### config.mk
export PLATFORM = sky130hd
export DESIGN_NAME = rss_top
export DESIGN_NICKNAME = d
export VERILOG_FILES = /design/src/design/rss_pkg.sv /design/src/design/rss_top.sv
export SDC_FILE = /design/constraint.sdc
export NUM_CORES = 1
export LEC_CHECK = 0
export BUFFER_PORTS_ARGS = -buffer_cell sky130_fd_sc_hd__buf_2
export CAP_MARGIN = 10
export CORE_MARGIN = 4
export CORE_UTILIZATION = 60
export CTS_CLUSTER_DIAMETER = 120
export DETAILED_ROUTE_END_ITERATION = 8
export PLACE_DENSITY_LB_ADDON = 0.2
export SLEW_MARGIN = 20
export SYNTH_ARGS = -nofsm -noshare
export SYNTH_HDL_FRONTEND = slang
export SYNTH_SLANG_ARGS = --single-unit
### constraint.sdc
create_clock -name clock_i -period 53.8 [get_ports clock_i]
set_clock_uncertainty 0.2 [all_clocks]
set_input_delay 5.38 -clock clock_i [delete_from_list [all_inputs] [get_ports clock_i]]
set_output_delay 5.38 -clock clock_i [all_outputs]
set_load 0.01 [all_outputs]
### src/design/rss_pkg.sv
// Package: register map, field positions and constants of the source selector
package rss_pkg;
  localparam int NUM_SRC  = 14;          // Input ports 1..14
  localparam int SEL_W    = 4;           // Width of an input number
  localparam int PRIO_W   = 4;           // Width of one priority field
  // Printed offsets are indexes; byte address is four times the index
  localparam logic [7:0] IDX_INT_FLAGS   = 8'h06;
  localparam logic [7:0] IDX_OP_STATE    = 8'h09;
  localparam logic [7:0] IDX_SRC_OVR     = 8'h33;
  localparam logic [7:0] IDX_TOL_A       = 8'h41;
  localparam logic [7:0] IDX_TOL_B       = 8'h42;
  localparam logic [7:0] IDX_MON_CTRL    = 8'h48;
  localparam logic [7:0] IDX_PRIO_BASE   = 8'h18;  // Seven priority words
  localparam logic [7:0] IDX_ALARM_LIM   = 8'h50;  // Soft/hard alarm limits
  localparam logic [7:0] IDX_LOCK_LIM    = 8'h51;  // DPLL lock limit
  localparam logic [7:0] IDX_SEL_CTRL    = 8'h52;  // Revertive / lost action
  localparam logic [7:0] IDX_SEL_STAT    = 8'h53;  // Selected input
  localparam logic [7:0] IDX_VALID_LO    = 8'h54;  // Validity flags 1..8
  localparam logic [7:0] IDX_VALID_HI    = 8'h55;  // Validity flags 9..14
  localparam int PRIO_REGS = 7;
  // Field positions
  localparam int INT_LOST_BIT   = 6;   // Selected reference lost
  localparam int MON_EXT_BIT    = 4;   // External switch init
  localparam int MON_QUICK_BIT  = 5;   // Quick-loss switch enable
  localparam int MON_SCAN_BIT   = 6;   // Lost flag on scan output
  localparam int CTL_REVERT_BIT = 0;   // Revertive mode
  localparam int CTL_LSW_BIT    = 1;   // Lost causes switch
  localparam int CTL_LINT_BIT   = 2;   // Lost raises interrupt flag
  localparam logic [2:0] ST_LOCKED = 3'h2;  // Operating state: locked
  localparam logic [2:0] ST_FREE   = 3'h1;  // Operating state: free-run
  // Limit codes: alarm limits in steps of about 0.81 ppm, lock limit in 0.4 ppm steps
  localparam logic [7:0] RST_SOFT_LIM = 8'h0e; // 11.43 ppm step code
  localparam logic [7:0] RST_HARD_LIM = 8'h13; // 15.24 ppm step code
  localparam real ALARM_STEP_PPM = 0.81;       // About 3.8/4.7 step
  localparam logic [7:0] LIM_MIN  = 8'h05;     // 3.8 ppm code
  localparam logic [7:0] LIM_MAX  = 8'h4b;     // 61 ppm code
  localparam logic [7:0] LOCK_9P2 = 8'h17;     // 9.2 ppm in 0.4 ppm steps
  localparam logic [7:0] LOCK_80  = 8'hc8;     // 80 ppm in 0.4 ppm steps
  localparam logic [7:0] RST_OVR  = 8'h0f;     // Automatic mode
  localparam logic [7:0] RST_PRIO = 8'h00;     // Priority reset fill
  localparam logic [3:0] NIB_ZERO = 4'h0;
  localparam logic [3:0] NIB_ONES = 4'hf;
  localparam logic [3:0] IN3 = 4'h3;
  localparam logic [3:0] IN4 = 4'h4;
  localparam logic [3:0] IN5 = 4'h5;
  localparam logic [3:0] IN6 = 4'h6;
  localparam logic [3:0] IN11 = 4'hb;
  localparam real CLK_MHZ    = 250.0;
  localparam real STRAP_MS   = 251.0;
  localparam int  STRAP_CYC  = int'(STRAP_MS * CLK_MHZ * 1000.0);
  localparam logic [1:0] RESP_OK  = 2'b00;
  localparam logic [1:0] RESP_ERR = 2'b10;
endpackage

### src/design/rss_top.sv
// Reference source selector with AXI4-Lite register slave
//
// Chosen here: the AXI4-Lite slave port.
`timescale 1ns/1ps
`default_nettype none
module rss_top #(
  parameter int N          = rss_pkg::NUM_SRC,   // Number of inputs
  parameter int STRAP_CYCS = rss_pkg::STRAP_CYC  // Strap hold time
) (
  input  wire logic        clock_i,        // System clock 250 MHz
  input  wire logic        rstn_i,         // Async reset, active low
  input  wire logic [N-1:0] src_valid_i,   // Monitor validity per input
  input  wire logic [N-1:0] src_act_i,     // Fast activity per input
  input  wire logic        external_switch_select_i, // Switch pin
  input  wire logic [31:0] s_axi_awaddr,   // Write address
  input  wire logic        s_axi_awvalid,  // Write address valid
  output logic             s_axi_awready,  // Write address ready
  input  wire logic [31:0] s_axi_wdata,    // Write data
  input  wire logic [3:0]  s_axi_wstrb,    // Write strobes
  input  wire logic        s_axi_wvalid,   // Write data valid
  output logic             s_axi_wready,   // Write data ready
  output logic [1:0]       s_axi_bresp,    // Write response
  output logic             s_axi_bvalid,   // Write response valid
  input  wire logic        s_axi_bready,   // Write response ready
  input  wire logic [31:0] s_axi_araddr,   // Read address
  input  wire logic        s_axi_arvalid,  // Read address valid
  output logic             s_axi_arready,  // Read address ready
  output logic [31:0]      s_axi_rdata,    // Read data
  output logic [1:0]       s_axi_rresp,    // Read response
  output logic             s_axi_rvalid,   // Read data valid
  input  wire logic        s_axi_rready,   // Read data ready
  output logic [3:0]       sel_src_o,      // Selected input, 0 none
  output logic             sel_valid_o,    // A source is selected
  output logic             scan_out_o,     // Scan output value
  output logic             scan_oe_o,      // Scan output lost-flag mode
  output logic [7:0]       lock_limit_o,   // DPLL lock limit code
  output logic             holdover_o,     // DPLL frozen
  output logic             monitors_off_o  // Monitoring disabled
);

  // Register storage
  logic [7:0] ovr_q;                      // Source override
  logic [7:0] mon_q;                      // Monitor control
  logic [7:0] tol_a_q, tol_b_q;           // Input tolerances
  logic [7:0] soft_q, hard_q;             // Alarm limit codes
  logic [7:0] lock_q;                     // DPLL lock limit
  logic [2:0] ctl_q;                      // Selection control
  localparam int PRIO_REGS_L = rss_pkg::PRIO_REGS;
  logic [7:0] prio_q [PRIO_REGS_L];       // Priority table
  logic       lost_q;                     // Lost flag
  logic [N-1:0] vflag_q;                  // Newly valid flags
  // Synchronised pins
  logic [N-1:0] val_m, val_s, act_m, act_s;
  logic         pin_m, pin_s;
  // Synchronisers; first stage read only by second
  always_ff @(posedge clock_i or negedge rstn_i) begin
    if (!rstn_i) begin
      val_m <= '0;
      val_s <= '0;
      act_m <= '0;
      act_s <= '0;
      pin_m <= 1'b0;
      pin_s <= 1'b0;
    end else begin
      val_m <= src_valid_i;
      val_s <= val_m;
      act_m <= src_act_i;
      act_s <= act_m;
      pin_m <= external_switch_select_i;
      pin_s <= pin_m;
    end
  end

  // Strap capture: pin must stay high for the hold window after reset
  logic [31:0] strap_cnt_q;               // Cycles since release
  logic        strap_busy_q;              // Window still open
  logic        strap_ok_q;                // Pin held high so far
  logic        strap_done_q;              // Strap init taken
  always_ff @(posedge clock_i or negedge rstn_i) begin
    if (!rstn_i) begin
      strap_cnt_q  <= '0;
      strap_busy_q <= 1'b1;
      strap_ok_q   <= 1'b1;
      strap_done_q <= 1'b0;
    end else if (strap_busy_q) begin
      // Synchroniser still shows its reset value for two edges
      strap_ok_q <= strap_ok_q & (pin_s | (strap_cnt_q < 32'h2));
      if (strap_cnt_q == 32'(STRAP_CYCS - 1)) begin
        strap_busy_q <= 1'b0;
        strap_done_q <= strap_ok_q & pin_s;
      end else begin
        strap_cnt_q <= strap_cnt_q + 32'h1;
      end
    end
  end
  logic ext_on;                           // External mode active
  assign ext_on = strap_done_q | mon_q[rss_pkg::MON_EXT_BIT];

  // Per-input priority and candidacy
  logic [3:0]   prio [N];
  logic [N-1:0] cand;
  logic         qsw_on;                   // Quick loss drops a source
  assign qsw_on = mon_q[rss_pkg::MON_QUICK_BIT] & ctl_q[rss_pkg::CTL_LSW_BIT];
  genvar g;
  generate
    for (g = 0; g < N; g++) begin : g_cand
      // Two nibbles per priority word, input 1 in word 0 low nibble
      assign prio[g] = prio_q[g/2][4*(g%2) +: 4];
      // Input 11 may carry the master's timing clock; it competes by
      // priority like any other. A silent input drops out so that the
      // quick switch lands on the next source instead of bouncing back
      assign cand[g] = val_s[g] & (prio[g] != rss_pkg::NIB_ZERO) &
                       (act_s[g] | !qsw_on);
    end
  endgenerate

  // FIFO age stamps: smaller age joined the equal-priority group earlier
  logic [7:0] age_q [N];
  logic [7:0] age_ctr_q;                  // Join order counter
  logic [N-1:0] cand_q;                   // Previous candidacy
  always_ff @(posedge clock_i or negedge rstn_i) begin
    if (!rstn_i) begin
      age_ctr_q <= '0;
      cand_q    <= '0;
    end else begin
      cand_q <= cand;
      if (|(cand & ~cand_q)) age_ctr_q <= age_ctr_q + 8'h1;
    end
  end
  generate
    for (g = 0; g < N; g++) begin : g_age
      // New or restored source joins at the back of its group
      always_ff @(posedge clock_i or negedge rstn_i) begin
        if (!rstn_i) age_q[g] <= 8'(g);
        else if (cand[g] && !cand_q[g]) age_q[g] <= age_ctr_q + 8'(N);
      end
    end
  endgenerate

  // Best candidate: lowest priority value, then oldest join
  logic [3:0] best;                       // Best input number, 0 none
  logic [3:0] best_p;
  logic [7:0] best_a;
  always_comb begin
    best   = rss_pkg::NIB_ZERO;
    best_p = rss_pkg::NIB_ONES;
    best_a = '1;
    for (int i = 0; i < N; i++) begin
      if (cand[i] && (best == rss_pkg::NIB_ZERO || prio[i] < best_p ||
          (prio[i] == best_p && age_q[i] < best_a))) begin
        best   = 4'(i + 1);
        best_p = prio[i];
        best_a = age_q[i];
      end
    end
  end

  // Selection process
  logic [3:0] sel_q;
  logic [3:0] ovr_n, ext_pick, cur_p;
  logic       cur_ok, cur_dead;
  assign ovr_n = ovr_q[3:0];
  assign ext_pick = pin_s ?
    ((prio[2] == rss_pkg::NIB_ZERO) ? rss_pkg::IN5 : rss_pkg::IN3) :
    ((prio[3] == rss_pkg::NIB_ZERO) ? rss_pkg::IN6 : rss_pkg::IN4);
  assign cur_ok   = (sel_q != 0) && cand[sel_q - 4'h1];
  assign cur_p    = (sel_q != 0) ? prio[sel_q - 4'h1] : rss_pkg::NIB_ONES;
  // Quick loss: activity gone on the selected input
  assign cur_dead = (sel_q != 0) && !act_s[sel_q - 4'h1];
  always_ff @(posedge clock_i or negedge rstn_i) begin
    if (!rstn_i) begin
      sel_q <= rss_pkg::NIB_ZERO;
    end else if (ext_on) begin
      sel_q <= ext_pick;
    end else if (ovr_n != rss_pkg::NIB_ZERO && ovr_n != rss_pkg::NIB_ONES) begin
      sel_q <= ovr_n;
    end else if (!cur_ok || (cur_dead && mon_q[rss_pkg::MON_QUICK_BIT]
                 && ctl_q[rss_pkg::CTL_LSW_BIT])) begin
      sel_q <= (best == sel_q) ? rss_pkg::NIB_ZERO : best;
    end else if (ctl_q[rss_pkg::CTL_REVERT_BIT] && best != 0 &&
                 best_p < cur_p) begin
      sel_q <= best;
    end
  end

  // Newly valid flags, set wins over software clear
  logic wr_go;
  logic [7:0] wr_idx;
  logic [31:0] wd_q;
  generate
    for (g = 0; g < N; g++) begin : g_vf
      always_ff @(posedge clock_i or negedge rstn_i) begin
        if (!rstn_i) vflag_q[g] <= 1'b0;
        else if (cand[g] && !cand_q[g]) vflag_q[g] <= 1'b1;
        else if (wr_go && wr_idx == (g < 8 ? rss_pkg::IDX_VALID_LO :
                 rss_pkg::IDX_VALID_HI) && wd_q[g%8]) vflag_q[g] <= 1'b0;
      end
    end
  endgenerate

  // Lost flag: sticky, cleared by write one to status
  logic lost_ev;
  assign lost_ev = !ext_on && cur_dead && ctl_q[rss_pkg::CTL_LINT_BIT];
  always_ff @(posedge clock_i or negedge rstn_i) begin
    if (!rstn_i) lost_q <= 1'b0;
    else if (lost_ev) lost_q <= 1'b1;
    else if (wr_go && wr_idx == rss_pkg::IDX_INT_FLAGS &&
             wd_q[rss_pkg::INT_LOST_BIT]) lost_q <= 1'b0;
  end

  // AXI4-Lite write channel: take address and data in any order
  logic aw_h_q, w_h_q;
  logic [7:0] aw_idx_q;
  assign wr_go  = aw_h_q && w_h_q && !s_axi_bvalid;
  assign wr_idx = aw_idx_q;
  always_ff @(posedge clock_i or negedge rstn_i) begin
    if (!rstn_i) begin
      aw_h_q <= 1'b0;
      w_h_q  <= 1'b0;
      aw_idx_q <= '0;
      wd_q   <= '0;
      s_axi_awready <= 1'b0;
      s_axi_wready  <= 1'b0;
      s_axi_bvalid  <= 1'b0;
      s_axi_bresp   <= rss_pkg::RESP_OK;
    end else begin
      s_axi_awready <= !aw_h_q && !s_axi_awready && s_axi_awvalid;
      s_axi_wready  <= !w_h_q && !s_axi_wready && s_axi_wvalid;
      if (s_axi_awvalid && s_axi_awready) begin
        aw_h_q   <= 1'b1;
        aw_idx_q <= s_axi_awaddr[9:2];
      end
      if (s_axi_wvalid && s_axi_wready) begin
        w_h_q <= 1'b1;
        wd_q  <= s_axi_wdata;
      end
      if (wr_go) begin
        s_axi_bvalid <= 1'b1;
        s_axi_bresp  <= rss_pkg::RESP_OK;
      end else if (s_axi_bvalid && s_axi_bready) begin
        s_axi_bvalid <= 1'b0;
        aw_h_q <= 1'b0;
        w_h_q  <= 1'b0;
      end
    end
  end

  // Register writes; strobe of lane 0 carries all 8-bit fields
  logic wr_ok;
  assign wr_ok = wr_go && s_axi_wstrb_q;
  logic s_axi_wstrb_q;
  always_ff @(posedge clock_i or negedge rstn_i) begin
    if (!rstn_i) s_axi_wstrb_q <= 1'b0;
    else if (s_axi_wvalid && s_axi_wready) s_axi_wstrb_q <= s_axi_wstrb[0];
  end
  always_ff @(posedge clock_i or negedge rstn_i) begin
    if (!rstn_i) begin
      ovr_q  <= rss_pkg::RST_OVR;
      mon_q  <= '0;
      soft_q <= rss_pkg::RST_SOFT_LIM;
      hard_q <= rss_pkg::RST_HARD_LIM;
      lock_q <= rss_pkg::LOCK_9P2;
      tol_a_q <= rss_pkg::LOCK_9P2;
      tol_b_q <= rss_pkg::LOCK_9P2;
      ctl_q  <= 3'h6;
      for (int i = 0; i < PRIO_REGS_L; i++) prio_q[i] <= rss_pkg::RST_PRIO;
    end else begin
      if (strap_busy_q && strap_cnt_q == 32'(STRAP_CYCS - 1) &&
          strap_ok_q && pin_s) begin
        tol_a_q <= rss_pkg::LOCK_80;
        tol_b_q <= rss_pkg::LOCK_80;
      end
      if (wr_ok) begin
        case (wr_idx)
          rss_pkg::IDX_SRC_OVR:  ovr_q  <= wd_q[7:0];
          rss_pkg::IDX_MON_CTRL: mon_q  <= wd_q[7:0];
          rss_pkg::IDX_TOL_A:    tol_a_q <= wd_q[7:0];
          rss_pkg::IDX_TOL_B:    tol_b_q <= wd_q[7:0];
          rss_pkg::IDX_ALARM_LIM: begin
            // Clamp both limits into the programmable span
            soft_q <= (wd_q[7:0] < rss_pkg::LIM_MIN) ? rss_pkg::LIM_MIN :
                      (wd_q[7:0] > rss_pkg::LIM_MAX) ? rss_pkg::LIM_MAX :
                      wd_q[7:0];
            hard_q <= (wd_q[15:8] < rss_pkg::LIM_MIN) ? rss_pkg::LIM_MIN :
                      (wd_q[15:8] > rss_pkg::LIM_MAX) ? rss_pkg::LIM_MAX :
                      wd_q[15:8];
          end
          rss_pkg::IDX_LOCK_LIM:
            lock_q <= (wd_q[7:0] > rss_pkg::LOCK_80) ? rss_pkg::LOCK_80 :
                      wd_q[7:0];
          rss_pkg::IDX_SEL_CTRL: ctl_q <= wd_q[2:0];
          default: begin
            for (int i = 0; i < PRIO_REGS_L; i++)
              if (wr_idx == rss_pkg::IDX_PRIO_BASE + 8'(i))
                prio_q[i] <= wd_q[7:0];
          end
        endcase
      end
    end
  end

  // AXI4-Lite read channel, one cycle after address taken
  logic [7:0] rd_v;
  logic [7:0] rd_hi;                      // Second byte of read word
  logic       rd_hit;
  logic [7:0] ridx;
  assign ridx = s_axi_araddr[9:2];
  always_comb begin
    rd_hit = 1'b1;
    rd_v   = '0;
    rd_hi  = '0;
    case (ridx)
      rss_pkg::IDX_INT_FLAGS: rd_v = {1'b0, lost_q, 6'h00};
      rss_pkg::IDX_OP_STATE:  rd_v = {5'h00, (ext_on || sel_q != 0) ?
                                 rss_pkg::ST_LOCKED : rss_pkg::ST_FREE};
      rss_pkg::IDX_SRC_OVR:   rd_v = ovr_q;
      rss_pkg::IDX_TOL_A:     rd_v = tol_a_q;
      rss_pkg::IDX_TOL_B:     rd_v = tol_b_q;
      rss_pkg::IDX_MON_CTRL:  rd_v = mon_q;
      rss_pkg::IDX_ALARM_LIM: begin
        rd_v  = soft_q;
        rd_hi = hard_q;
      end
      rss_pkg::IDX_LOCK_LIM:  rd_v = lock_q;
      rss_pkg::IDX_SEL_CTRL:  rd_v = {5'h00, ctl_q};
      rss_pkg::IDX_SEL_STAT:  rd_v = {4'h0, sel_q};
      rss_pkg::IDX_VALID_LO:  rd_v = vflag_q[7:0];
      rss_pkg::IDX_VALID_HI:  rd_v = {2'b00, vflag_q[13:8]};
      default: begin
        rd_hit = 1'b0;
        for (int i = 0; i < PRIO_REGS_L; i++)
          if (ridx == rss_pkg::IDX_PRIO_BASE + 8'(i)) begin
            rd_hit = 1'b1;
            rd_v   = prio_q[i];
          end
      end
    endcase
  end
  always_ff @(posedge clock_i or negedge rstn_i) begin
    if (!rstn_i) begin
      s_axi_arready <= 1'b0;
      s_axi_rvalid  <= 1'b0;
      s_axi_rdata   <= '0;
      s_axi_rresp   <= rss_pkg::RESP_OK;
    end else begin
      s_axi_arready <= s_axi_arvalid && !s_axi_arready && !s_axi_rvalid;
      if (s_axi_arvalid && s_axi_arready) begin
        s_axi_rvalid <= 1'b1;
        s_axi_rdata  <= {16'h0, rd_hi, rd_v};
        s_axi_rresp  <= rd_hit ? rss_pkg::RESP_OK : rss_pkg::RESP_ERR;
      end else if (s_axi_rvalid && s_axi_rready) begin
        s_axi_rvalid <= 1'b0;
      end
    end
  end

  // Outputs from flip-flops
  always_ff @(posedge clock_i or negedge rstn_i) begin
    if (!rstn_i) begin
      sel_src_o      <= '0;
      sel_valid_o    <= 1'b0;
      scan_out_o     <= 1'b0;
      scan_oe_o      <= 1'b0;
      lock_limit_o   <= rss_pkg::LOCK_9P2;
      holdover_o     <= 1'b0;
      monitors_off_o <= 1'b0;
    end else begin
      sel_src_o      <= sel_q;
      sel_valid_o    <= sel_q != 0;
      scan_out_o     <= lost_q;
      scan_oe_o      <= mon_q[rss_pkg::MON_SCAN_BIT];
      lock_limit_o   <= lock_q;
      holdover_o     <= !ext_on && cur_dead;
      monitors_off_o <= ext_on;
    end
  end
endmodule
`default_nettype wire

==> metrics.md, run 1 <==
| Metric | Value |
|---|---|
| # Max-Cap Violations | `0` |
| Required time of the critical path | `between 50 and 60 ns` |
| Yosys top cell area share | `a little under two fifths` |
| Crit Reg-Reg Endpoint | `sel_q[1]$_DFFE_PN0P_` |
| Hold Startpoint | `val_m[8]$_DFF_PN0_` |
| Pin count of the biggest net entering global routing | `between 100 and 150` |
| Mapped Avg Cell Area | `between 9 and 10 sq um` |
| Clock Pin Slew Worst Setup and Hold Paths | `0.06 ns` |
| Initial antenna violation count | `0` |
| Status | `finished clean` |
| Crit path DAT | `34.12 ns` |
| Final setup fails | `0` |
| Buffer depth of the longest clock path | `3` |
| Dpl ws | `20.43 ns` |
| Fraction of layout cells with a size suffix above 1 | `about 16%` |
| Vias | `between 20000 and 25000` |
| Ys flop type | `dfrtp_1` |
| Min cycle time layout | `33.85 ns` |
| Final Cell Area | `0.0270 sq mm` |
| Total GRT Usage | `approximately 31%` |
| H-tree depth | `2` |
| Setup TNS | `0 ns` |
| Post-synthesis sequential area ratio | `43.6%` |
| Crit path max-delay family | `compound AO/OA/AOI/OAI gates` |
| Hold Path Sink | `val_s[8]$_DFF_PN0_` |
| R2R Setup Slk | `between 15 and 20 ns` |
| Yosys reg bits | `around 430` |
| Pre-antenna DRT Iters | `6` |
| Vias/cell | `around 6.2` |
| Max stage delay cell, worst path | `o211ai_2` |
| Final slew viol count | `0` |
| Routed WL | `roughly 69000 microns` |
| Vias in the first global route | `20000` |
| Most common cell after layout, fill and taps aside | `nand2_1` |
| RSZ-0062 raised after global routing | `false` |
| Max incr delay on CP | `0.87 ns` |
| FF-to-FF Start | `ctl_q[1]$_DFFE_PN1P_` |
| Die width | `211 microns` |
| Skew-Pair Late Insertion Delay | `0.60 ns` |
| # hold bufs at CTS | `0` |
| CP Buf/Inv Count | `16` |
| P&R area growth vs syn | `9.67%` |
| Resized Gates After CTS | `0` |
| Mean routed wirelength per cell | `approximately 21 microns` |
| Worst path depth | `about 150` |
| Area of the core | `between 0.04 and 0.05 sq mm` |
| Synth top area cells | `dfrtp_1 (38%), ha_1 (6.5%), nand2_1 (6.0%), dfstp_2 (5.9%), mux2_2 (4.9%)` |
| Routed Antenna Nets | `0` |
| Most frequent cells in the layout | `nand2_1 (391), dfrtp_1 (372), o21ai_0 (229), nor2_1 (197), inv_1 (146)` |
| EDFF count, synth | `0` |
| Number of nets in the layout | `about 2900` |
| I/O pin cnt | `between 150 and 200` |
| Max Fanout on Critical Path | `22` |
| Drt drc | `0` |
| R2r worst-path depth | `roughly 150` |
| Post-route clock period utilization | `between 60% and 70%` |
| Maximum vdd drop | `about 31 uV` |
| Mapped cell area | `0.0247 sq mm` |
| Slew @ Worst Pin | `1.08 ns` |
| Die height | `approximately 210 microns` |
| Final setup margin | `roughly 20 ns` |
| Slew HR | `about 28%` |
| Hold Path Class | `register to register` |
| Hold depth | `0` |
| Iter 0 DRT Violations | `between 1500 and 2000` |
| Inserted Clock Buffers | `45` |
| TritonCTS clock tree | `built` |
| Synth warn | `0` |
| Crit path kind | `register to register` |
| First-pass GRT wire length | `approximately 110000 microns` |
| Die ar. | `about 0.044 sq mm` |
| Placer Congestion | `approximately 0.95` |
| Starting Density | `about three fifths` |
| Unique masters post-synth | `98` |
| IO buf count | `about 110` |
| Postcts setup bufs | `0` |
| Max Freq | `around 0.03 GHz` |
| Clock root buffer | `clkbuf_16` |
| Leakage | `13.4 nW` |
| # rows | `between 70 and 80` |
| Post-Synthesis Cells | `2631` |
| Worst Setup End Kind | `register` |
| GR Overflow Total | `0` |
| Diodes inserted | `0` |
| Final hold violations | `0` |
| Sink Count | `427` |
| DP Area | `approximately 0.025 sq mm` |
| DP Wirelength | `around 51000 microns` |
| Biggest area consumer among synthesized cells | `dfrtp_1` |
| Pwr dens | `approximately 53 mW/mm^2` |
| Startpoint types | `register` |
| Ys async rst share | `100%` |
-- where the power goes --
group,switching [mW],internal (mW)
clock,0.133,0.184
combinational,0.401,0.256
sequential,0.0816,0.377
total,0.616,0.817
-- registers in the layout, summed over array words and instances, names as in the netlist, 14 cells and up --
signal	cells
act_m	14
act_s	14
age_q	112
cand_q	14
prio	56
s_axi_rdata	16
strap_cnt_q	32
val_m	14
val_s	14
vflag_q	14
wd_q	16
-- area by class of cell --
type                       count  area [sq um]
fill                        3303         13700
multi-input combinational   1927         12800
sequential                   427         10800
clock buffer                  67          1310
timing repair buffer         134           788
tap                          532           666
inverter                     149           559
clock inverter                15           201
-- worst max-delay path by stage --
stage	start	to	slack, ns
2_1_floorplan	prio[53]$_DFFE_PN0P_	sel_q[1]$_DFFE_PN0P_	24.54
3_3_place_gp	ctl_q[1]$_DFFE_PN1P_	sel_q[1]$_DFFE_PN0P_	20.91
3_5_place_dp	ctl_q[1]$_DFFE_PN1P_	sel_q[1]$_DFFE_PN0P_	20.43
4_1_cts	ctl_q[1]$_DFFE_PN1P_	sel_q[1]$_DFFE_PN0P_	20.30
5_1_grt	ctl_q[1]$_DFFE_PN1P_	sel_q[1]$_DFFE_PN0P_	17.28
6_report	ctl_q[1]$_DFFE_PN1P_	sel_q[1]$_DFFE_PN0P_	19.95
-- cell usage after synthesis, types with 10 or more instances --
library cell / number
a211oi_1: 19
a21o_1: 21
a21oi_1: 134
a221oi_1: 13
a31oi_1: 20
and2_1: 13
and3_1: 25
and4_1: 10
buf_1: 10
buf_4: 19
clkbuf_1: 108
dfrtp_1: 372
dfstp_2: 55
ha_1: 129
inv_1: 146
mux2_2: 107
mux2i_1: 44
mux4_2: 28
nand2_1: 391
nand2b_1: 28
nand3_1: 81
nand4_1: 34
nor2_1: 197
nor2b_1: 34
nor3_1: 29
nor3b_1: 12
nor4_1: 18
o211ai_1: 23
o21a_1: 17
o21ai_0: 229
or2_2: 13
or4_1: 17
xnor2_1: 38
xor2_1: 15
-- logic make-up (layout without fill, tap and decap cells) --
| family | count (synthesis) | count (layout) | synth area share (%) |
|---|---|---|---|
| AND/OR/NAND/NOR | 931 | 931 | 17.5 |
| AO/OA/AOI/OAI | 607 | 607 | 15.8 |
| flip-flops | 427 | 427 | 43.6 |
| buffers and inverters | 295 | 365 | 4.98 |
| multiplexers | 180 | 180 | 9.29 |
| adder cells (fa/ha/maj) | 137 | 137 | 6.87 |
| XOR/XNOR | 53 | 53 | 1.88 |
| other | 1 | 19 | 0.0152 |
-- worst register-to-register path, delay by kind of cell, from the launching register on --
family	cells	cell delay, ns
AO/OA/AOI/OAI	65	15.52
adder cells (fa/ha/maj)	14	4.18
AND/OR/NAND/NOR	55	9.82
multiplexers	3	0.93
flip-flops	1	0.57
buffers and inverters	16	2.47
-- layer usage --
layer	wire length, microns	vias up	part of all wire, %	GRT usage [%]
met5	0	-	0	0
met4	2450	0	3.5	10.7
met3	5810	159	8.4	7.37
met2	31600	831	46	48.8
met1	29400	9868	42	42.6
li1	-	9429	-	-
-- metrics by stage --
step / hold slack, ns / total power [mW] / utilization [%] / cells
finish: 0.144 / 1.43 / 66.4 / 3251
global route: 0.154 / 1.54 / 66.4 / 3251
CTS: 0.147 / 1.42 / 66.2 / 3249
detailed placement: 0.135 / 1.10 / 62.5 / 3167
global placement: 0.133 / 1.07 / 62.5 / 3167
floorplan: 0.131 / 0.902 / - / 2649
Power figures use the tool's default switching activity.
==> run 2, diff against run 1 <==
==> constraint.sdc (replaced) <==
create_clock -name clock_i -period 34.6 [get_ports clock_i]
set_clock_uncertainty 0.2 [all_clocks]
set_input_delay 3.46 -clock clock_i [delete_from_list [all_inputs] [get_ports clock_i]]
set_output_delay 3.46 -clock clock_i [all_outputs]
set_load 0.01 [all_outputs]
==> metrics.md, run 2 (same netlist as run 1, synthesis figures left out) <==
| Metric | Value |
|---|---|
| R2R Setup Slk | `around 2.8 ns` |
| First-pass GRT wire length | `roughly 110000 microns` |
| Pin count of the biggest net entering global routing | `81` |
| Most common cell after layout, fill and taps aside | `nand2_1` |
| Clock root buffer | `clkbuf_16` |
| Vias in the first global route | `20000` |
| Setup TNS | `0 ns` |
| RSZ-0062 raised after global routing | `false` |
| Min cycle time layout | `around 32 ns` |
| Worst Setup End Kind | `register` |
| Max FFs per register | `112` |
| Sink Count | `~430` |
| Vias | `between 20000 and 25000` |
| Total GRT Usage | `31.3%` |
| Maximum vdd drop | `approximately 50 uV` |
| Hold depth | `0` |
| R2r worst-path depth | `between 150 and 200` |
| Initial antenna violation count | `0` |
| Final slew viol count | `0` |
| Crit Reg-Reg Endpoint | `sel_q[1]$_DFFE_PN0P_` |
| Hold Path Sink | `val_s[1]$_DFF_PN0_` |
| Skew-Pair Late Insertion Delay | `approximately 0.6 ns` |
| Pwr Total | `~2.3 mW` |
| I/O pin cnt | `194` |
| Placer Congestion | `~0.96` |
| Sw Ratio | `a little over two fifths` |
| Crit path DAT | `approximately 32 ns` |
| H-tree depth | `2` |
| P&R area growth vs syn | `10.7%` |
| Pre-antenna DRT Iters | `6` |
| Final core utilization | `about two thirds` |
| Slew HR | `26.9%` |
| Max Freq | `0.0314 GHz` |
| Status | `finished clean` |
| IO buf count | `approximately 110` |
| Mean routed wirelength per cell | `21.6 microns` |
| Crit path kind | `register to register` |
| Net switching power figure | `between 0.9 and 1 mW` |
| Buffer depth of the longest clock path | `3` |
| # Max-Cap Violations | `0` |
| Final hold violations | `0` |
| TritonCTS clock tree | `built` |
| Required time of the critical path | `~35 ns` |
| Combinational Power Share | `between 40 and 50%` |
| Leakage | `between 10 and 15 nW` |
| Diodes inserted | `0` |
| Post-route clock period utilization | `around 92%` |
| Pwr dens | `83.8 mW/mm^2` |
| Fraction of layout cells with a size suffix above 1 | `17.0%` |
| FF-to-FF Start | `prio[53]$_DFFE_PN0P_` |
| Hold Startpoint | `val_m[1]$_DFF_PN0_` |
| Iter 0 DRT Violations | `roughly 1800` |
| Sequential power share | `between 30% and 40%` |
| Max incr delay on CP | `0.60 ns` |
| P_int | `roughly 1.3 mW` |
| Max Fanout on Critical Path | `21` |
| Vias/cell | `6.24` |
| Max stage delay cell, worst path | `or4_1` |
| Drt drc | `0` |
| Routed Antenna Nets | `0` |
| Hold Path Class | `register to register` |
| Die ar. | `approximately 0.044 sq mm` |
| Area of the core | `around 0.041 sq mm` |
| Number of nets in the layout | `around 3000` |
| Inserted Clock Buffers | `48` |
| # hold bufs at CTS | `0` |
| Most frequent cells in the layout | `nand2_1 (389), dfrtp_1 (372), o21ai_0 (228), nor2_1 (197), inv_1 (146)` |
| Starting Density | `approximately three fifths` |
| GR Overflow Total | `0` |
| # rows | `74` |
| Die height | `211 microns` |
| WHS | `roughly 0.15 ns` |
| Clock Pin Slew Worst Setup and Hold Paths | `approximately 0.060 ns` |
| Largest Register | `age_q` |
| Clock group share of total power | `a little under a quarter` |
| Die width | `about 210 microns` |
| Final setup fails | `0` |
| Startpoint types | `register` |
| DP Wirelength | `~51000 microns` |
| Routed WL | `a little over 70000 microns` |
| Slew @ Worst Pin | `about 1.1 ns` |
-- run 2: changes by cell type in the layout (fill, tap and decap cells not counted), sizes merged --
cell and change:
clkbuf -12, bufinv +4, buf +11, clkinvlp +12, clkinv -1, inv +3
-- run 2: worst max-delay path, delay by kind of cell (launching register included) --
family / cells / cell delay (ns)
adders and majority gates: 14 / 4.18
and+or+nand+nor: 55 / 9.89
DFF: 1 / 0.46
buffers and inverters: 18 / 2.85
AOI/OAI and AO/OA: 62 / 12.72
muxes: 4 / 1.29
-- run 2: power by group through the flow --
stage	sequential (mW)	combinational (mW)	clock [mW]
after CTS	0.704	1.02	0.551
after global placement	0.709	0.963	0
after floorplan	0.643	0.760	0
after detailed placement	0.712	1.01	0
final	0.709	1.04	0.543
after global routing	0.718	1.16	0.571
-- run 2: timing repair --
item,4_1_cts,5_1_grt
gates resized for setup,0,8
setup endpoints to repair,0,4
setup buffers,0,3
-- run 2: cell type report --
class | count | area, sq um
Clock buffer | 55 | 1280
Clock inverter | 33 | 410
Fill cell | 3251 | 13400
Inverter | 149 | 559
Multi-Input combinational cell | 1927 | 12800
Sequential cell | 427 | 10800
Tap cell | 532 | 666
Timing Repair Buffer | 145 | 851
-- run 2: worst max path at each step --
stage	start	endpoint	slack (ns)
floorplan	prio[53]$_DFFE_PN0P_	sel_q[1]$_DFFE_PN0P_	5.34
global placement	prio[53]$_DFFE_PN0P_	sel_q[1]$_DFFE_PN0P_	2.59
detailed placement	prio[53]$_DFFE_PN0P_	sel_q[1]$_DFFE_PN0P_	1.62
CTS	prio[53]$_DFFE_PN0P_	sel_q[1]$_DFFE_PN0P_	1.47
global route	prio[53]$_DFFE_PN0P_	sel_q[1]$_DFFE_PN0P_	0.14
finish	prio[53]$_DFFE_PN0P_	sel_q[1]$_DFFE_PN0P_	2.78
-- run 2: layer usage --
layer	wire, microns	up-vias	global-route usage, %
li1	-	9440	-
met1	29900	9986	43.4
met2	32900	825	50.5
met3	5740	144	6.39
met4	1920	0	8.96
met5	0	-	0
-- run 2: per-stage QoR --
stage                     area [sq um]  cells  setup slack, ns
final                            27300   3268             2.78
after global routing             27300   3268            0.141
after CTS                        27200   3264             1.47
after floorplan                  24700   2649             5.34
after global placement           25500   3176             2.59
after detailed placement         25500   3176             1.62
==> run 3, diff against run 2 <==
--- a/config.mk
+++ b/config.mk
@@ -9,6 +9,7 @@
 export CAP_MARGIN = 10
 export CORE_MARGIN = 4
 export CORE_UTILIZATION = 60
+export CTS_BUF_LIST = sky130_fd_sc_hd__clkbuf_8
 export CTS_CLUSTER_DIAMETER = 120
 export DETAILED_ROUTE_END_ITERATION = 8
 export PLACE_DENSITY_LB_ADDON = 0.2
==> metrics.md, run 3 (same netlist as run 1, synthesis figures left out) <==
| Metric | Value |
|---|---|
| Largest Register | `age_q` |
| Final Cell Area | `~0.027 sq mm` |
| Max Freq | `0.0313 GHz` |
| TritonCTS clock tree | `built` |
| DP Area | `about 0.026 sq mm` |
| Leakage | `between 10 and 15 nW` |
| Buffer depth of the longest clock path | `3` |
| Slew HR | `around a quarter` |
| CP Buf/Inv Count | `18` |
| Crit path DAT | `approximately 32 ns` |
| Setup TNS | `0 ns` |
| Startpoint types | `register` |
| Total GRT Usage | `a little under a third` |
| # hold bufs at CTS | `0` |
| Total placed cells including tap cells | `~3200` |
| Number of nets in the layout | `between 2000 and 3000` |
| Routed WL | `70100 microns` |
| Final slew viol count | `0` |
| Register area | `roughly 0.011 sq mm` |
| Worst Setup End Kind | `register` |
| Skew-Pair Late Insertion Delay | `~0.67 ns` |
| Inserted Clock Buffers | `72` |
| Diodes inserted | `0` |
| IO buf count | `roughly 110` |
| Final setup fails | `0` |
| Max FFs per register | `112` |
| Area of the core | `~0.041 sq mm` |
| First-pass GRT wire length | `between 100000 and 150000 microns` |
| Pre-antenna DRT Iters | `6` |
| Vias/cell | `slightly above 6` |
| Clock Pin Slew Worst Setup and Hold Paths | `0.07 ns` |
| Pin count of the biggest net entering global routing | `81` |
| Vias | `between 20000 and 25000` |
| Max Fanout on Critical Path | `21` |
| Required time of the critical path | `between 30 and 40 ns` |
| Starting Density | `60.5%` |
| Mean routed wirelength per cell | `between 20 and 25 microns` |
| WHS | `between 0.1 and 0.15 ns` |
| # Max-Cap Violations | `0` |
| DP Wirelength | `51100 microns` |
| Maximum vdd drop | `between 60 and 70 uV` |
| Max incr delay on CP | `approximately 0.60 ns` |
| GR Overflow Total | `0` |
| Min cycle time layout | `about 32 ns` |
| Final hold violations | `0` |
| Fraction of layout cells with a size suffix above 1 | `about 18%` |
| Crit path max-delay family | `compound AO/OA/AOI/OAI gates` |
| I/O pin cnt | `~190` |
| Placer Congestion | `0.958` |
| Max stage delay cell, worst path | `or4_1` |
| Slew @ Worst Pin | `between 1 and 1.5 ns` |
| Clock root buffer | `clkbuf_8` |
| Die width | `211 microns` |
| Post-route clock period utilization | `~92%` |
| Pwr dens | `81.8 mW/mm^2` |
| Most Frequent Cell on Critical Path | `ha_1` |
| Vias in the first global route | `20000` |
| Drt drc | `0` |
| Most frequent cells in the layout | `nand2_1 (389), dfrtp_1 (372), o21ai_0 (229), nor2_1 (197), inv_1 (169)` |
| RSZ-0062 raised after global routing | `false` |
| Routed Antenna Nets | `0` |
| Fin cells | `roughly 3300` |
| Sink Count | `between 400 and 500` |
| # rows | `74` |
| Fill cell count | `3279` |
| H-tree depth | `3` |
| Initial antenna violation count | `0` |
| P&R area growth vs syn | `10.2%` |
| Die height | `211 microns` |
| Crit path kind | `register to register` |
| Most common cell after layout, fill and taps aside | `nand2_1` |
| Die ar. | `approximately 0.044 sq mm` |
| Hold Path Class | `register to register` |
| Multi-input logic area | `0.0128 sq mm` |
| Status | `finished clean` |
| Iter 0 DRT Violations | `~1800` |
## run 3: worst paths after layout
kind	cells past startpoint	endpoint	slack, ns	startpoint
hold reg to reg	0	val_s[3]$_DFF_PN0_	0.15	val_m[3]$_DFF_PN0_
setup / recovery	152	sel_q[1]$_DFFE_PN0P_	2.64	prio[53]$_DFFE_PN0P_
setup reg to reg	152	sel_q[1]$_DFFE_PN0P_	2.64	prio[53]$_DFFE_PN0P_
min in group asynchronous	1	age_q[7]$_DFFE_PN0P_	2.56	rstn_i
max in group asynchronous	3	wd_q[7]$_DFFE_PN0P_	29.35	rstn_i
hold / removal	0	val_s[3]$_DFF_PN0_	0.15	val_m[3]$_DFF_PN0_
## run 3: final cells by class
type	count	share of cell area (%)
Multi-Input combinational cell	1927	47.1
Sequential cell	427	39.6
Clock buffer	90	4.56
Timing Repair Buffer	146	3.21
Tap cell	532	2.45
Inverter	149	2.06
Clock inverter	39	1.07
## run 3: through the flow
| stage | power, mW | utilization (%) | setup WS, ns |
|---|---|---|---|
| after CTS | 2.20 | 66.4 | 1.49 |
| final | 2.22 | 66.7 | 2.64 |
| after global routing | 2.39 | 66.7 | 0.0329 |
| after global placement | 1.67 | 62.7 | 2.59 |
| after floorplan | 1.40 | - | 5.34 |
| after detailed placement | 1.72 | 62.7 | 1.62 |
## run 3: layer usage
metal | up-vias | part of all wire [%] | global-route usage [%]
li1 | 9513 | - | -
met1 | 9989 | 42 | 43.2
met2 | 900 | 46 | 49.8
met3 | 149 | 8.9 | 7.87
met4 | 0 | 2.7 | 8.20
met5 | - | 0 | 0
## run 3: power by group
part	switching, mW	internal [mW]	total (mW)	leakage [nW]
sequential	0.123	0.586	0.710	5.51
combinational	0.630	0.406	1.04	7.20
clock	0.211	0.266	0.476	0.872
## run 3: repair_timing
action                     4_1_cts  5_1_grt
resized for setup                0        6
setup buffers                    0        4
hold endpoints to repair         0        0
setup endpoints to repair        0        4
